[config.mk]
export PLATFORM = sky130hd
export DESIGN_NAME = gpio_pin_interrupt_detect
export DESIGN_NICKNAME = d
export VERILOG_FILES = /design/src/shared/gpio_irq_pkg.sv /design/src/verilog/gpio_pin_interrupt_detect.sv /design/src/verilog/pin_detect.sv /design/src/verilog/pin_sync.sv
export VERILOG_INCLUDE_DIRS = /design/src /design/src/shared
export SDC_FILE = /design/constraint.sdc
export NUM_CORES = 1
export LEC_CHECK = 0
export BUFFER_PORTS_ARGS = -buffer_cell sky130_fd_sc_hd__buf_2
export CORE_ASPECT_RATIO = 1.2
export CORE_MARGIN = 10
export CORE_UTILIZATION = 40
export DETAILED_ROUTE_END_ITERATION = 16
export PLACE_DENSITY_LB_ADDON = 0.3
export SETUP_SLACK_MARGIN = 0.02
export SYNTH_ARGS = -nofsm -noshare
export SYNTH_HDL_FRONTEND = slang
export SYNTH_HIERARCHICAL = 1
export SYNTH_SLANG_ARGS = --single-unit
[constraint.sdc]
create_clock -name clk_in -period 4.2 [get_ports clk_in]
set_input_delay 0.63 -clock clk_in [delete_from_list [all_inputs] [get_ports clk_in]]
set_output_delay 0.63 -clock clk_in [all_outputs]
set_load 0.02 [all_outputs]
[src/shared/gpio_irq_defines.svh]
`ifndef GPIO_IRQ_DEFINES_SVH
`define GPIO_IRQ_DEFINES_SVH

// Register byte addresses as seen on the register port
`define OFF_STAT_LOW 32'h0b00_0108
`define OFF_STAT_HIGH 32'h0b00_010a
`define OFF_EN_LOW 32'h0b00_010c
`define OFF_EN_HIGH 32'h0b00_010e
`define OFF_TYPE_LOW 32'h0b00_0110
`define OFF_TYPE_HIGH 32'h0b00_0112
`define OFF_LVL_LOW 32'h0b00_0114
`define OFF_LVL_HIGH 32'h0b00_0116
`define OFF_MASK_LOW 32'h0b00_0120
`define OFF_MASK_HIGH 32'h0b00_0122

// Field positions inside the 32-pin vectors
`define LOW_MSB 15
`define LOW_LSB 0
`define HIGH_MSB 31
`define HIGH_LSB 16
`define CARRIER_PIN 15

// Reset values
`define RST_CFG 16'h0000
`define RST_STAT 16'h0000
`define RST_MASK 16'hffff
`define RST_RDATA 16'h0000

// Input synchroniser depth in flip-flops
`define SYNC_STAGES 2

`endif

[src/shared/gpio_irq_pkg.sv]
package gpio_irq_pkg;

    // One 16-bit register half
    typedef logic [15:0] half_word_t;

    // Per-pin detection method, bit value 1 means edge
    typedef enum logic {
        trig_level,
        trig_edge
    } trig_kind_t;

    // Level sense, bit value 1 means high active
    typedef enum logic {
        pol_low,
        pol_high
    } polarity_t;

endpackage : gpio_irq_pkg

[src/verilog/gpio_pin_interrupt_detect.sv]
`timescale 1ns/1ps
`include "gpio_irq_defines.svh"

// Contract
// - Status reads one after event; write one clears
// - Set only when enabled and condition met
// - Upper status bits map pins 31..16
// - Enable one permits, zero blocks setting
// - Lower enable bits map pins 15..0
// - Upper enable bits map pins 31..16
// - Trigger bit one edge, zero level
// - Edge mode fires on both transitions
// - Level mode detects selected input level
// - Lower trigger bits map pins 15..0
// - Pin 15 is fixed carrier-detect input
// - Polarity one high active, zero low
// - Polarity ignored while edge mode selected
// - Lower status sticky write-one-clear for 15..0
module gpio_pin_interrupt_detect
    import gpio_irq_pkg::*;
#(
    parameter int PIN_COUNT = 32
) (
    input wire logic clk_in, // 25 MHz system clock
    input wire logic srst_in, // Synchronous reset, high
    input wire logic [31:0] pins_in, // Pin levels, bit 15 unused
    input wire logic carrier_detect_in, // Raw carrier-detect pin level
    input wire logic [31:0] addr_in, // Register byte address
    input wire logic [15:0] wdata_in, // Write data
    input wire logic wr_in, // Write strobe
    input wire logic rd_in, // Read strobe
    output logic [15:0] rdata_out, // Read data, cycle after strobe
    output logic irq_out // Level interrupt request
);

    localparam int HALF = 16; // Bits per register half

    // Configuration and state, one bit per pin
    logic [31:0] allow; // Detection enables
    logic [31:0] kind; // 1 edge, 0 level
    logic [31:0] polarity; // 1 high active, 0 low active
    logic [31:0] mask; // Interrupt output mask, 1 passes
    logic [31:0] status; // Sticky event flags
    logic [31:0] raw; // Pin bank with carrier on bit 15
    logic [31:0] cur; // Synchronised sample
    logic [31:0] prev; // Sample one cycle older
    logic [31:0] hit; // Per-pin condition this cycle
    logic [31:0] clr; // Write-one-clear request
    logic [31:0] next_status; // Status for next edge
    logic [15:0] next_rdata; // Read mux result
    logic [31:0] edge_seen; // Enabled edge-mode pins that moved
    logic any_pending; // Some unmasked flag is set

    // The logic is built around two 16-bit halves
    if (PIN_COUNT != 2 * HALF) begin : bad_count
        $error("gpio_pin_interrupt_detect supports exactly 32 pins");
    end

    // carrier on pin 15
    // Pin 15 has no output driver; it always carries carrier detect
    assign raw = {pins_in[`HIGH_MSB:`HIGH_LSB], carrier_detect_in,
                  pins_in[`CARRIER_PIN-1:`LOW_LSB]};

    pin_sync #(
        .WIDTH(PIN_COUNT)
    ) u_sync (
        .clk_in(clk_in),
        .srst_in(srst_in),
        .async_in(raw),
        .sync_out(cur)
    );

    // previous sample
    // Edges are judged between two synced samples, never raw pins
    always_ff @(posedge clk_in) begin
        if (srst_in) begin
            prev <= '0;
        end else begin
            prev <= cur;
        end
    end

    for (genvar i = 0; i < PIN_COUNT; i++) begin : g_pin
        pin_detect u_det (
            .allow_in(allow[i]),
            .kind_in(trig_kind_t'(kind[i])),
            .polarity_in(polarity_t'(polarity[i])),
            .cur_in(cur[i]),
            .prev_in(prev[i]),
            .hit_out(hit[i])
        );
    end

    // lower enable
    // Enable registers, halves written independently
    always_ff @(posedge clk_in) begin
        if (srst_in) begin
            allow <= {`RST_CFG, `RST_CFG};
        end else if (wr_in) begin
            if (addr_in == `OFF_EN_LOW) begin
                allow[`LOW_MSB:`LOW_LSB] <= wdata_in;
            end
            if (addr_in == `OFF_EN_HIGH) begin
                allow[`HIGH_MSB:`HIGH_LSB] <= wdata_in;
            end
        end
    end

    // lower trigger type
    // Trigger type registers
    always_ff @(posedge clk_in) begin
        if (srst_in) begin
            kind <= {`RST_CFG, `RST_CFG};
        end else if (wr_in) begin
            if (addr_in == `OFF_TYPE_LOW) begin
                kind[`LOW_MSB:`LOW_LSB] <= wdata_in;
            end
            if (addr_in == `OFF_TYPE_HIGH) begin
                kind[`HIGH_MSB:`HIGH_LSB] <= wdata_in;
            end
        end
    end

    // polarity registers
    // Stored in edge mode too, only the detector disregards them
    always_ff @(posedge clk_in) begin
        if (srst_in) begin
            polarity <= {`RST_CFG, `RST_CFG};
        end else if (wr_in) begin
            if (addr_in == `OFF_LVL_LOW) begin
                polarity[`LOW_MSB:`LOW_LSB] <= wdata_in;
            end
            if (addr_in == `OFF_LVL_HIGH) begin
                polarity[`HIGH_MSB:`HIGH_LSB] <= wdata_in;
            end
        end
    end

    // Output mask; resets open so every flag reaches the output
    always_ff @(posedge clk_in) begin
        if (srst_in) begin
            mask <= {`RST_MASK, `RST_MASK};
        end else if (wr_in) begin
            if (addr_in == `OFF_MASK_LOW) begin
                mask[`LOW_MSB:`LOW_LSB] <= wdata_in;
            end
            if (addr_in == `OFF_MASK_HIGH) begin
                mask[`HIGH_MSB:`HIGH_LSB] <= wdata_in;
            end
        end
    end

    always_comb begin
        clr = '0;
        if (wr_in && addr_in == `OFF_STAT_LOW) begin
            clr[`LOW_MSB:`LOW_LSB] = wdata_in;
        end
        if (wr_in && addr_in == `OFF_STAT_HIGH) begin
            clr[`HIGH_MSB:`HIGH_LSB] = wdata_in;
        end
    end

    // gated sticky set
    // A new hit beats a clear in the same cycle so no event is lost;
    // level pins re-set every cycle while the level persists
    assign next_status = (status & ~clr) | hit;

    always_ff @(posedge clk_in) begin
        if (srst_in) begin
            status <= {`RST_STAT, `RST_STAT};
        end else begin
            status <= next_status;
        end
    end

    // Plain nets so the checks below can look back on single signals
    assign edge_seen = allow & kind & (cur ^ prev);
    assign any_pending = |(status & mask);

    // interrupt output
    // Registered so the pin never glitches on a read or write
    always_ff @(posedge clk_in) begin
        if (srst_in) begin
            irq_out <= 1'b0;
        end else begin
            irq_out <= any_pending;
        end
    end

    // Read mux; unmapped addresses read zero
    always_comb begin
        case (addr_in)
            `OFF_STAT_LOW: next_rdata = status[`LOW_MSB:`LOW_LSB];
            `OFF_STAT_HIGH: next_rdata = status[`HIGH_MSB:`HIGH_LSB];
            `OFF_EN_LOW: next_rdata = allow[`LOW_MSB:`LOW_LSB];
            `OFF_EN_HIGH: next_rdata = allow[`HIGH_MSB:`HIGH_LSB];
            `OFF_TYPE_LOW: next_rdata = kind[`LOW_MSB:`LOW_LSB];
            `OFF_TYPE_HIGH: next_rdata = kind[`HIGH_MSB:`HIGH_LSB];
            `OFF_LVL_LOW: next_rdata = polarity[`LOW_MSB:`LOW_LSB];
            `OFF_LVL_HIGH: next_rdata = polarity[`HIGH_MSB:`HIGH_LSB];
            `OFF_MASK_LOW: next_rdata = mask[`LOW_MSB:`LOW_LSB];
            `OFF_MASK_HIGH: next_rdata = mask[`HIGH_MSB:`HIGH_LSB];
            default: next_rdata = `RST_RDATA;
        endcase
    end

    // Read data stands only in the cycle after the strobe
    always_ff @(posedge clk_in) begin
        if (srst_in) begin
            rdata_out <= `RST_RDATA;
        end else if (rd_in) begin
            rdata_out <= next_rdata;
        end else begin
            rdata_out <= `RST_RDATA;
        end
    end
endmodule : gpio_pin_interrupt_detect

[src/verilog/pin_detect.sv]
`timescale 1ns/1ps

module pin_detect
    import gpio_irq_pkg::*;
(
    input wire logic allow_in, // Detection permitted
    input wire trig_kind_t kind_in, // Edge or level
    input wire polarity_t polarity_in, // Active level in level mode
    input wire logic cur_in, // Current synced sample
    input wire logic prev_in, // Previous synced sample
    output logic hit_out // Condition met this cycle
);

    // Polarity is ignored in edge mode; either transition counts
    always_comb begin
        if (!allow_in) begin
            hit_out = 1'b0;
        end else if (kind_in == trig_edge) begin
            hit_out = cur_in ^ prev_in;
        end else begin
            hit_out = (cur_in == (polarity_in == pol_high));
        end
    end

endmodule : pin_detect

[src/verilog/pin_sync.sv]
`timescale 1ns/1ps
`include "gpio_irq_defines.svh"

module pin_sync #(
    parameter int WIDTH = 32
) (
    input wire logic clk_in, // System clock
    input wire logic srst_in, // Synchronous reset, high
    input wire logic [WIDTH-1:0] async_in, // Raw pin levels
    output logic [WIDTH-1:0] sync_out // Levels safe to use
);

    // First stage, read only by the second stage
    logic [WIDTH-1:0] meta;

    // Refuse a zero-width bank
    if (WIDTH < 1) begin : bad_width
        $error("pin_sync needs at least one bit");
    end

    // Two flops ahead of any logic to tame metastability
    always_ff @(posedge clk_in) begin
        if (srst_in) begin
            meta <= '0;
            sync_out <= '0;
        end else begin
            meta <= async_in;
            sync_out <= meta;
        end
    end

endmodule : pin_sync
==> metrics.txt, run 1 <==
TritonRoute pass-1 iters=5; DR WL/cell=18.6 µm; dominant delay contributor by cell family on the critical path=simple AND/OR/NAND/NOR gates; clk slew on worst S/H paths=0.06 ns; Slew HR=39.3%; R2R depth=5; Seq/Total Area, Yosys=47.0%; CTS tree=built; Fmax=326 MHz; Slew @ Worst Pin=0.911 ns; Max Cap Viol=0; Max VDD drop=between 0.2 and 0.3 mV; slowest CP cell=or4_1; Pleak=4.80 nW; status=completed; CTS buffer count=29; FF-to-FF End=irq_out; DRT antenna net count=0; Crit Path Max Fanout=16; EDFF count, synth=0; Synth Instances=1,233; largest net degree at the start of global routing=168; crit path DAT=3.44 ns; die height=roughly 210 µm; WP data required=4.57 ns; antenna violations before repair=2; WL final=31.6 mm; Ys Warns=6; GRT Overall Usage=16.9%; Hold Path Stages=2; synth cell count leaders=dfxtp_1 (273), nor2_1 (179), mux2i_1 (161); clock latency on the worst-skew pair=0.54 ns; crit-path cells=buf_2, or4b_1, or3_1, or4_1, nand2_1, a21oi_1; DRT iter0 DRCs=a little over 700; # hold bufs at CTS=0; slowest cell delay on critical path=0.97 ns; Detail Placement HPWL=20.9 mm; layout net count=1,380; drt drc=0; Yosys cell types=42; vias after detailed routing=9,001; total gr overflow=0; #FFs+latches synth=273; pwr dens=406 nW/µm²; core box area=28,800 µm²; Async S/R FF share, synth=0%; # resized after CTS=0; die area=about 36,000 µm²; Worst Setup Start Kind=input port; most common cell in the synthesized netlist=dfxtp_1; Tmin final=3.06 ns; Clock Path Buffers=3; M1 WL=13.8 mm; vias in the first global route=about 9,000; clock sinks=around 270; Die W=176 µm; synth top area cells=dfxtp_1 (47%), mux2i_1 (14%), nor2_1 (5.8%), nor2b_2 (4.5%), a21oi_1 (3.7%); H-tree levels=1; Post CTS Setup Buffer Count=0; Buf+Inv Stages, Crit Path=1; Ports=102; Mean Syn Cell Area=~9.4 µm²; max-slew violation count=0; Initial Util=40.4%; Met3 Routed Length=1.87 mm; Post-synth top flop=dfxtp_1; drt via density=between 5 and 6; Register-to-Register Setup Slack=2.51 ns; routed length on met2=between 15 and 20 mm; final setup violation count=0; synthesis-to-finish area growth=14.7%; Post-Syn Area=~12,000 µm²; final hold slack=about 0.30 ns; Buffers on Ports=100; Root Buffer=clkbuf_16; cell taking the most area after synthesis=dfxtp_1; Critical Path End Type=flop; Setup Total Neg Slack=0 ns; HP Class=in2reg; final period utilization=73.0%; Top Metal Used=met5; global placement routability congestion=0.858; layout cell share with drive strength beyond 1=18.1%; skew final=0.0166 ns; WS Path Type=in2reg; worst r2r src=status[5]; row cnt=68; area share of the largest cell type after synthesis=47.0%; first-pass GRT wire length=between 40 and 50 mm; ant diodes=0; Final Util=46.4%; Hold EP=u_sync/meta[29]; Hold Startpoint=pins_in[29]; syn nets=1,318; RSZ-0062 raised after global routing=no; final hold vios=0
## state kept, by name (all words and copies together), names as in the netlist
signal           cells
kind                32
u_sync/sync_out     32
mask                32
polarity            32
prev                32
u_sync/meta         32
rdata_out           16
allow               32
irq_out              1
status              32
## metal layers
metal	vias up	GRT usage [%]
met1	4266	21.2
met2	258	29.1
met5	-	0
met3	56	3.13
li1	4417	-
met4	4	5.27
## kinds of logic after synthesis
kind of cell,Yosys count,share of synthesized area [%]
simple gates,510,23.9
flops,273,47.0
compound gates,197,11.1
mux,162,14.0
buf+inv,91,3.95
## layout by cell type (no fill, tap or decap), types with 11 or more instances in the layout
master	n
a22oi_1	15
nand2_1	74
a21oi_1	86
buf_4	20
dfxtp_1	273
nor2b_2	60
o22ai_1	12
nor2b_1	40
mux2i_1	161
nor3_1	49
nor2_1	179
o2bb2ai_1	22
a22o_1	11
nand2b_1	35
buf_2	99
a211oi_1	32
nor3b_1	33
clkbuf_16	29
## cell type report
class	instances	area (µm²)
sequential	273	5470
multi-input combinational	869	5740
inverter	1	3.75
clock buffer	44	842
tap	385	482
clock inverter	7	118
fill	2853	15400
timing repair buffer	121	681
## worst max path at each step
stage          cells past startpoint       start   endpoint
2_1_floorplan                      9  addr_in[4]   allow[5]
3_3_place_gp                       6  addr_in[4]   allow[0]
3_5_place_dp                       6  addr_in[4]  allow[15]
4_1_cts                            6  addr_in[4]   allow[9]
5_1_grt                            6  addr_in[4]  allow[14]
6_report                           6  addr_in[4]   allow[9]
## per-stage QoR
step / setup WS (ns) / total power, mW / instance area, µm² / instances
after global placement: 0.639 / 2.91 / 12400 / 1649
after floorplan: 1.39 / 2.84 / 11600 / 1233
after global routing: 1.08 / 5.62 / 13300 / 1700
final: 1.14 / 5.42 / 13300 / 1700
after CTS: 1.18 / 5.48 / 13300 / 1700
after detailed placement: 0.648 / 2.91 / 12400 / 1649
## where the power goes
part | total, mW | switching, mW | leakage, nW | internal, mW
sequential | 2.64 | 0.0145 | 2.22 | 2.63
combinational | 0.215 | 0.128 | 2.12 | 0.0868
clock | 2.56 | 1.00 | 0.470 | 1.56
total | 5.42 | 1.15 | 4.80 | 4.27
Power figures use the tool's default switching activity.
==> inputs of run 2 (changes only) <==
==> constraint.sdc (replaced) <==
create_clock -name clk_in -period 2.5 [get_ports clk_in]
set_input_delay 0.375 -clock clk_in [delete_from_list [all_inputs] [get_ports clk_in]]
set_output_delay 0.375 -clock clk_in [all_outputs]
set_load 0.02 [all_outputs]
==> metrics.txt, run 2 (synthesis results as in run 1) <==
Setup Total Neg Slack=0 ns; synthesis-to-finish area growth=17.5%; RSZ-0062 raised after global routing=no; Placed Area=~13,000 µm²; H-tree levels=1; drt drc=0; Fmax=501 MHz; crit path DAT=2.40 ns; Clk pwr share=between 40 and 50%; Buf+Inv Stages, Crit Path=2; drt via density=5.32; Initial Util=40.4%; fin worst setup slack=0.506 ns; final setup violation count=0; Reg power frac=between 40% and 50%; WS Path Type=in2reg; slowest cell delay on critical path=0.63 ns; Slew @ Worst Pin=just under 0.6 ns; Psw=1.93 mW; DR WL/cell=18.5 µm; Pleak=4.99 nW; Tmin final=1.99 ns; Final Util=47.5%; core box area=28,800 µm²; TritonRoute pass-1 iters=6; first-pass GRT wire length=49.8 mm; dominant delay contributor by cell family on the critical path=simple AND/OR/NAND/NOR gates; Ports=102; final hold vios=0; WP data required=2.91 ns; # resized after CTS=0; Internal=7.32 mW; Detail Placement HPWL=22.1 mm; pwr dens=678 nW/µm²; Final Instance Area=about 14,000 µm²; HP Class=in2reg; Clock Path Buffers=3; final period utilization=79.8%; ant diodes=0; die height=207 µm; Die W=about 180 µm; DRT antenna net count=0; most frequent cells in the layout=dfxtp_1 (273), nor2_1 (179), mux2i_1 (161); final hold slack=0.0356 ns; placed insts=1,679; Fillers=2,763; GRT Overall Usage=approximately 17%; clk slew on worst S/H paths=0.06 ns; Root Buffer=clkbuf_16; largest net degree at the start of global routing=120; global placement routability congestion=0.896; Max Cap Viol=0; DRT iter0 DRCs=around 670; WL final=32.1 mm; max-slew violation count=0; Slew HR=61.5%; most common cell after layout, fill and taps aside=dfxtp_1; layout cell share with drive strength beyond 1=20.4%; status=completed; Worst Setup Start Kind=input port; non-filler cells in the finished layout=1,730; clock sinks=273; CTS buffer count=28; Post CTS Setup Buffer Count=0; Tot Pwr=9.26 mW; layout net count=1,409; # hold bufs at CTS=0; dpl ws=-0.0299 ns; Comb pwr share=4.1%; die area=36,300 µm²; vias in the first global route=8,687; row cnt=68; CTS tree=built; total gr overflow=0; skew final=between 0.015 and 0.02 ns; crit-path cells=buf_2, or4_1, or2_2, nor4_4, buf_4, mux2i_1, nor2_1; Crit Path Max Fanout=10; clock latency on the worst-skew pair=between 0.5 and 0.6 ns; vias after detailed routing=about 9,000; Max VDD drop=between 0.3 and 0.4 mV; Sw Ratio=a little over a fifth; Critical Path End Type=flop; Buffers on Ports=100; antenna violations before repair=2; slowest CP cell=or4_1
run 2: cell type report:
type | count | area, µm² | area share [%]
multi-input cells | 869 | 5750 | 42.1
flip-flops and latches | 273 | 5470 | 40.0
clock buffers | 42 | 855 | 6.26
repair buffers | 151 | 956 | 7.00
well taps | 385 | 482 | 3.53
clock inverters | 9 | 145 | 1.06
inverters | 1 | 3.75 | 0.0275
run 2: layer usage:
layer  vias up  GRT usage [%]  part of all wire [%]
met5         -              0                  0.13
met4         4           6.49                   3.0
met3        52           3.69                   7.0
met2       281           28.2                    46
met1      4390           21.8                    43
li1       4484              -                     -
run 2: worst reg2reg max path, stage by stage, from the launching register on:
cell and delay [ns]:
dfxtp_1 0.36, a22o_1 0.25, a221oi_1 0.30, nand4_1 0.17
nor3_1 0.36, nor2_1 0.09
run 2: final timing paths:
| path | start | end | slack, ns | depth (start not counted) |
|---|---|---|---|---|
| worst max-delay path | addr_in[7] | kind[22] | 0.51 | 7 |
| worst min-delay path | pins_in[29] | u_sync/meta[29] | 0.04 | 2 |
| worst max register to register | status[5] | irq_out | 0.83 | 5 |
| worst min register to register | u_sync/meta[23] | u_sync/sync_out[23] | 0.43 | 1 |
run 2: power groups by stage:
| stage | registers [mW] | clock network (mW) | logic, mW |
|---|---|---|---|
| 2_1_floorplan | 4.52 | 0 | 0.252 |
| 3_3_place_gp | 4.53 | 0 | 0.373 |
| 3_5_place_dp | 4.53 | 0 | 0.377 |
| 4_1_cts | 4.44 | 4.54 | 0.379 |
| 5_1_grt | 4.44 | 4.73 | 0.407 |
| 6_report | 4.44 | 4.45 | 0.377 |
==> inputs of run 3 (changes only) <==
--- a/config.mk
+++ b/config.mk
@@ -6,6 +6,7 @@
 export SDC_FILE = /design/constraint.sdc
 export NUM_CORES = 1
 export LEC_CHECK = 0
+export ABC_AREA = 1
 export BUFFER_PORTS_ARGS = -buffer_cell sky130_fd_sc_hd__buf_2
 export CORE_ASPECT_RATIO = 1.2
 export CORE_MARGIN = 10
==> constraint.sdc (replaced) <==
create_clock -name clk_in -period 1.8 [get_ports clk_in]
set_input_delay 0.27 -clock clk_in [delete_from_list [all_inputs] [get_ports clk_in]]
set_output_delay 0.27 -clock clk_in [all_outputs]
set_load 0.02 [all_outputs]
==> metrics.txt, run 3 <==
synth cell count leaders=nand2_1 (306), dfxtp_1 (273), inv_1 (246); H-tree levels=1; Setup Total Neg Slack=0 ns; final period utilization=between 70% and 80%; status=completed; most common cell in the synthesized netlist=nand2_1; Post-synth top flop=dfxtp_1; Comb pwr share=4.0%; Final Instance Area=about 15,000 µm²; Psw=2.75 mW; Clk pwr share=46.3%; max-slew violation count=0; Synth Instances=1,675; synthesis-to-finish area growth=20.8%; layout net count=1,890; # resized after CTS=0; vias in the first global route=10,200; slowest CP cell=a221oi_1; Async S/R FF share, synth=0%; WS Path Type=reg2reg; routed length on met2=15.5 mm; crit-path cells=nand2_1, nand2_1, a221oi_1, nand4_1, o21a_1; TritonRoute pass-1 iters=5; CTS buffer count=28; placed insts=2,133; Final Util=between 40% and 50%; Seq/Total Area, Yosys=45.5%; R2R depth=5; final hold vios=0; Placed Area=13,300 µm²; Detail Placement HPWL=23.9 mm; DRT iter0 DRCs=990; CTS tree=built; most frequent CP cell=nand2_1; Critical Path End Type=flop; row cnt=69; WL final=33.7 mm; Buffers on Ports=100; most common cell after layout, fill and taps aside=nand2_1; synth top area cells=dfxtp_1 (46%), nand2_1 (9.6%), nand3_1 (8.8%), inv_1 (7.7%), a21oi_1 (6.7%); Ports=102; first-pass GRT wire length=54.3 mm; Hold Path Stages=4; cell taking the most area after synthesis=dfxtp_1; slowest cell delay on critical path=0.38 ns; Met3 Routed Length=2.13 mm; final hold slack=0.0545 ns; WP data required=2.23 ns; syn nets=1,760; clk slew on worst S/H paths=0.06 ns; FF-to-FF End=irq_out; Root Buffer=clkbuf_16; antenna violations before repair=0; ant diodes=0; HP Class=in2reg; worst r2r src=status[10]; Reg power frac=49.7%; Tmin final=between 1 and 1.5 ns; die height=210 µm; clock sinks=~270; Internal=9.64 mW; Tot Pwr=12.4 mW; Crit Path Max Fanout=3; M1 WL=15.3 mm; Slew HR=60.1%; EDFF count, synth=0; die area=37,400 µm²; Yosys cell types=28; area share of the largest cell type after synthesis=45.5%; core box area=29,600 µm²; clock latency on the worst-skew pair=0.55 ns; largest net degree at the start of global routing=107; vias after detailed routing=10,800; Max Cap Viol=0; global placement routability congestion=0.910; Initial Util=40.6%; Sw Ratio=22.2%; dpl ws=-0.0715 ns; Clock Path Buffers=3; Die W=approximately 180 µm; Pleak=6.87 nW; Setup crit start=status[10]; Ys Warns=6; drt drc=0; #FFs+latches synth=273; RSZ-0062 raised after global routing=no; most frequent cells in the layout=nand2_1 (306), dfxtp_1 (273), inv_1 (245); fin worst setup slack=~0.4 ns; Worst Setup Start Kind=flop; skew final=0.0113 ns; Top Metal Used=met4; GRT Overall Usage=17.8%; non-filler cells in the finished layout=roughly 2,200; Max VDD drop=~0.59 mV; Post-Syn Area=12,000 µm²; total gr overflow=0; drt via density=4.89; Fmax=a little over 700 MHz; DR WL/cell=15.2 µm; pwr dens=~850 nW/µm²; Mean Syn Cell Area=between 7 and 8 µm²; Hold EP=status[8]; Slew @ Worst Pin=approximately 0.6 ns; crit path DAT=~1.8 ns; layout cell share with drive strength beyond 1=~15%; DRT antenna net count=0; Register-to-Register Setup Slack=roughly 0.39 ns; final setup violation count=0; Hold Startpoint=wdata_in[8]
==> run 3: cell types whose count changed in the layout (fill, tap and decap cells not counted), moves of 74 or more <==
cell     change
mux2i_1    -161
a21oi_1     +74
nand2_1    +232
inv_1      +244
nand3_1    +207
o21ai_1     +84
==> run 3: cells by family (layout without fill, tap and decap cells) <==
kind of cell | count (synthesis) | after routing | synth area share (%)
compound gates | 295 | 295 | 13.2
buf+inv | 342 | 490 | 12.2
flops | 273 | 273 | 45.5
simple gates | 765 | 765 | 29.2
==> run 3: power groups by stage <==
| stage | clock network [mW] | logic, mW | registers, mW |
|---|---|---|---|
| 3_3_place_gp | 0 | 0.437 | 6.30 |
| 6_report | 5.73 | 0.495 | 6.16 |
| 2_1_floorplan | 0 | 0.261 | 6.28 |
| 4_1_cts | 5.85 | 0.497 | 6.16 |
| 3_5_place_dp | 0 | 0.444 | 6.30 |
| 5_1_grt | 6.09 | 0.554 | 6.17 |
==> run 3: worst max-delay path, delay by kind of cell, from the launching register on <==
| kind | cells | cell delay, ns |
|---|---|---|
| AO/OA/AOI/OAI | 2 | 0.61 |
| AND/OR/NAND/NOR | 3 | 0.35 |
| flip-flops | 1 | 0.32 |
==> run 3: repair_timing <==
item,CTS,global route
setup endpoints to repair,0,0
endpoints found under the hold margin,32,0
hold buffers,32,0
setup buffers,0,0
==> run 3: metal layers <==
layer / vias up / global-route usage (%)
li1: 5572 / -
met1: 4865 / 24.1
met2: 324 / 28.9
met3: 62 / 2.37
met4: 0 / 5.05
met5: - / 0
==> run 3: worst max path at each step <==
stage / endpoint / slack (ns) / cells past startpoint
detailed placement: status[28] / -0.07 / 12
CTS: irq_out / 0.39 / 5
finish: irq_out / 0.39 / 5
global placement: status[28] / -0.05 / 12
floorplan: status[22] / 0.15 / 11
global route: irq_out / 0.30 / 5
==> run 3: final cells by class <==
| class | instances | area [µm²] |
|---|---|---|
| fillers | 2912 | 15100 |
| flip-flops and latches | 273 | 5470 |
| multi-input cells | 1060 | 5080 |
| repair buffers | 183 | 1590 |
| inverters | 259 | 973 |
| clock buffers | 35 | 777 |
| well taps | 390 | 488 |
| clock inverters | 13 | 129 |
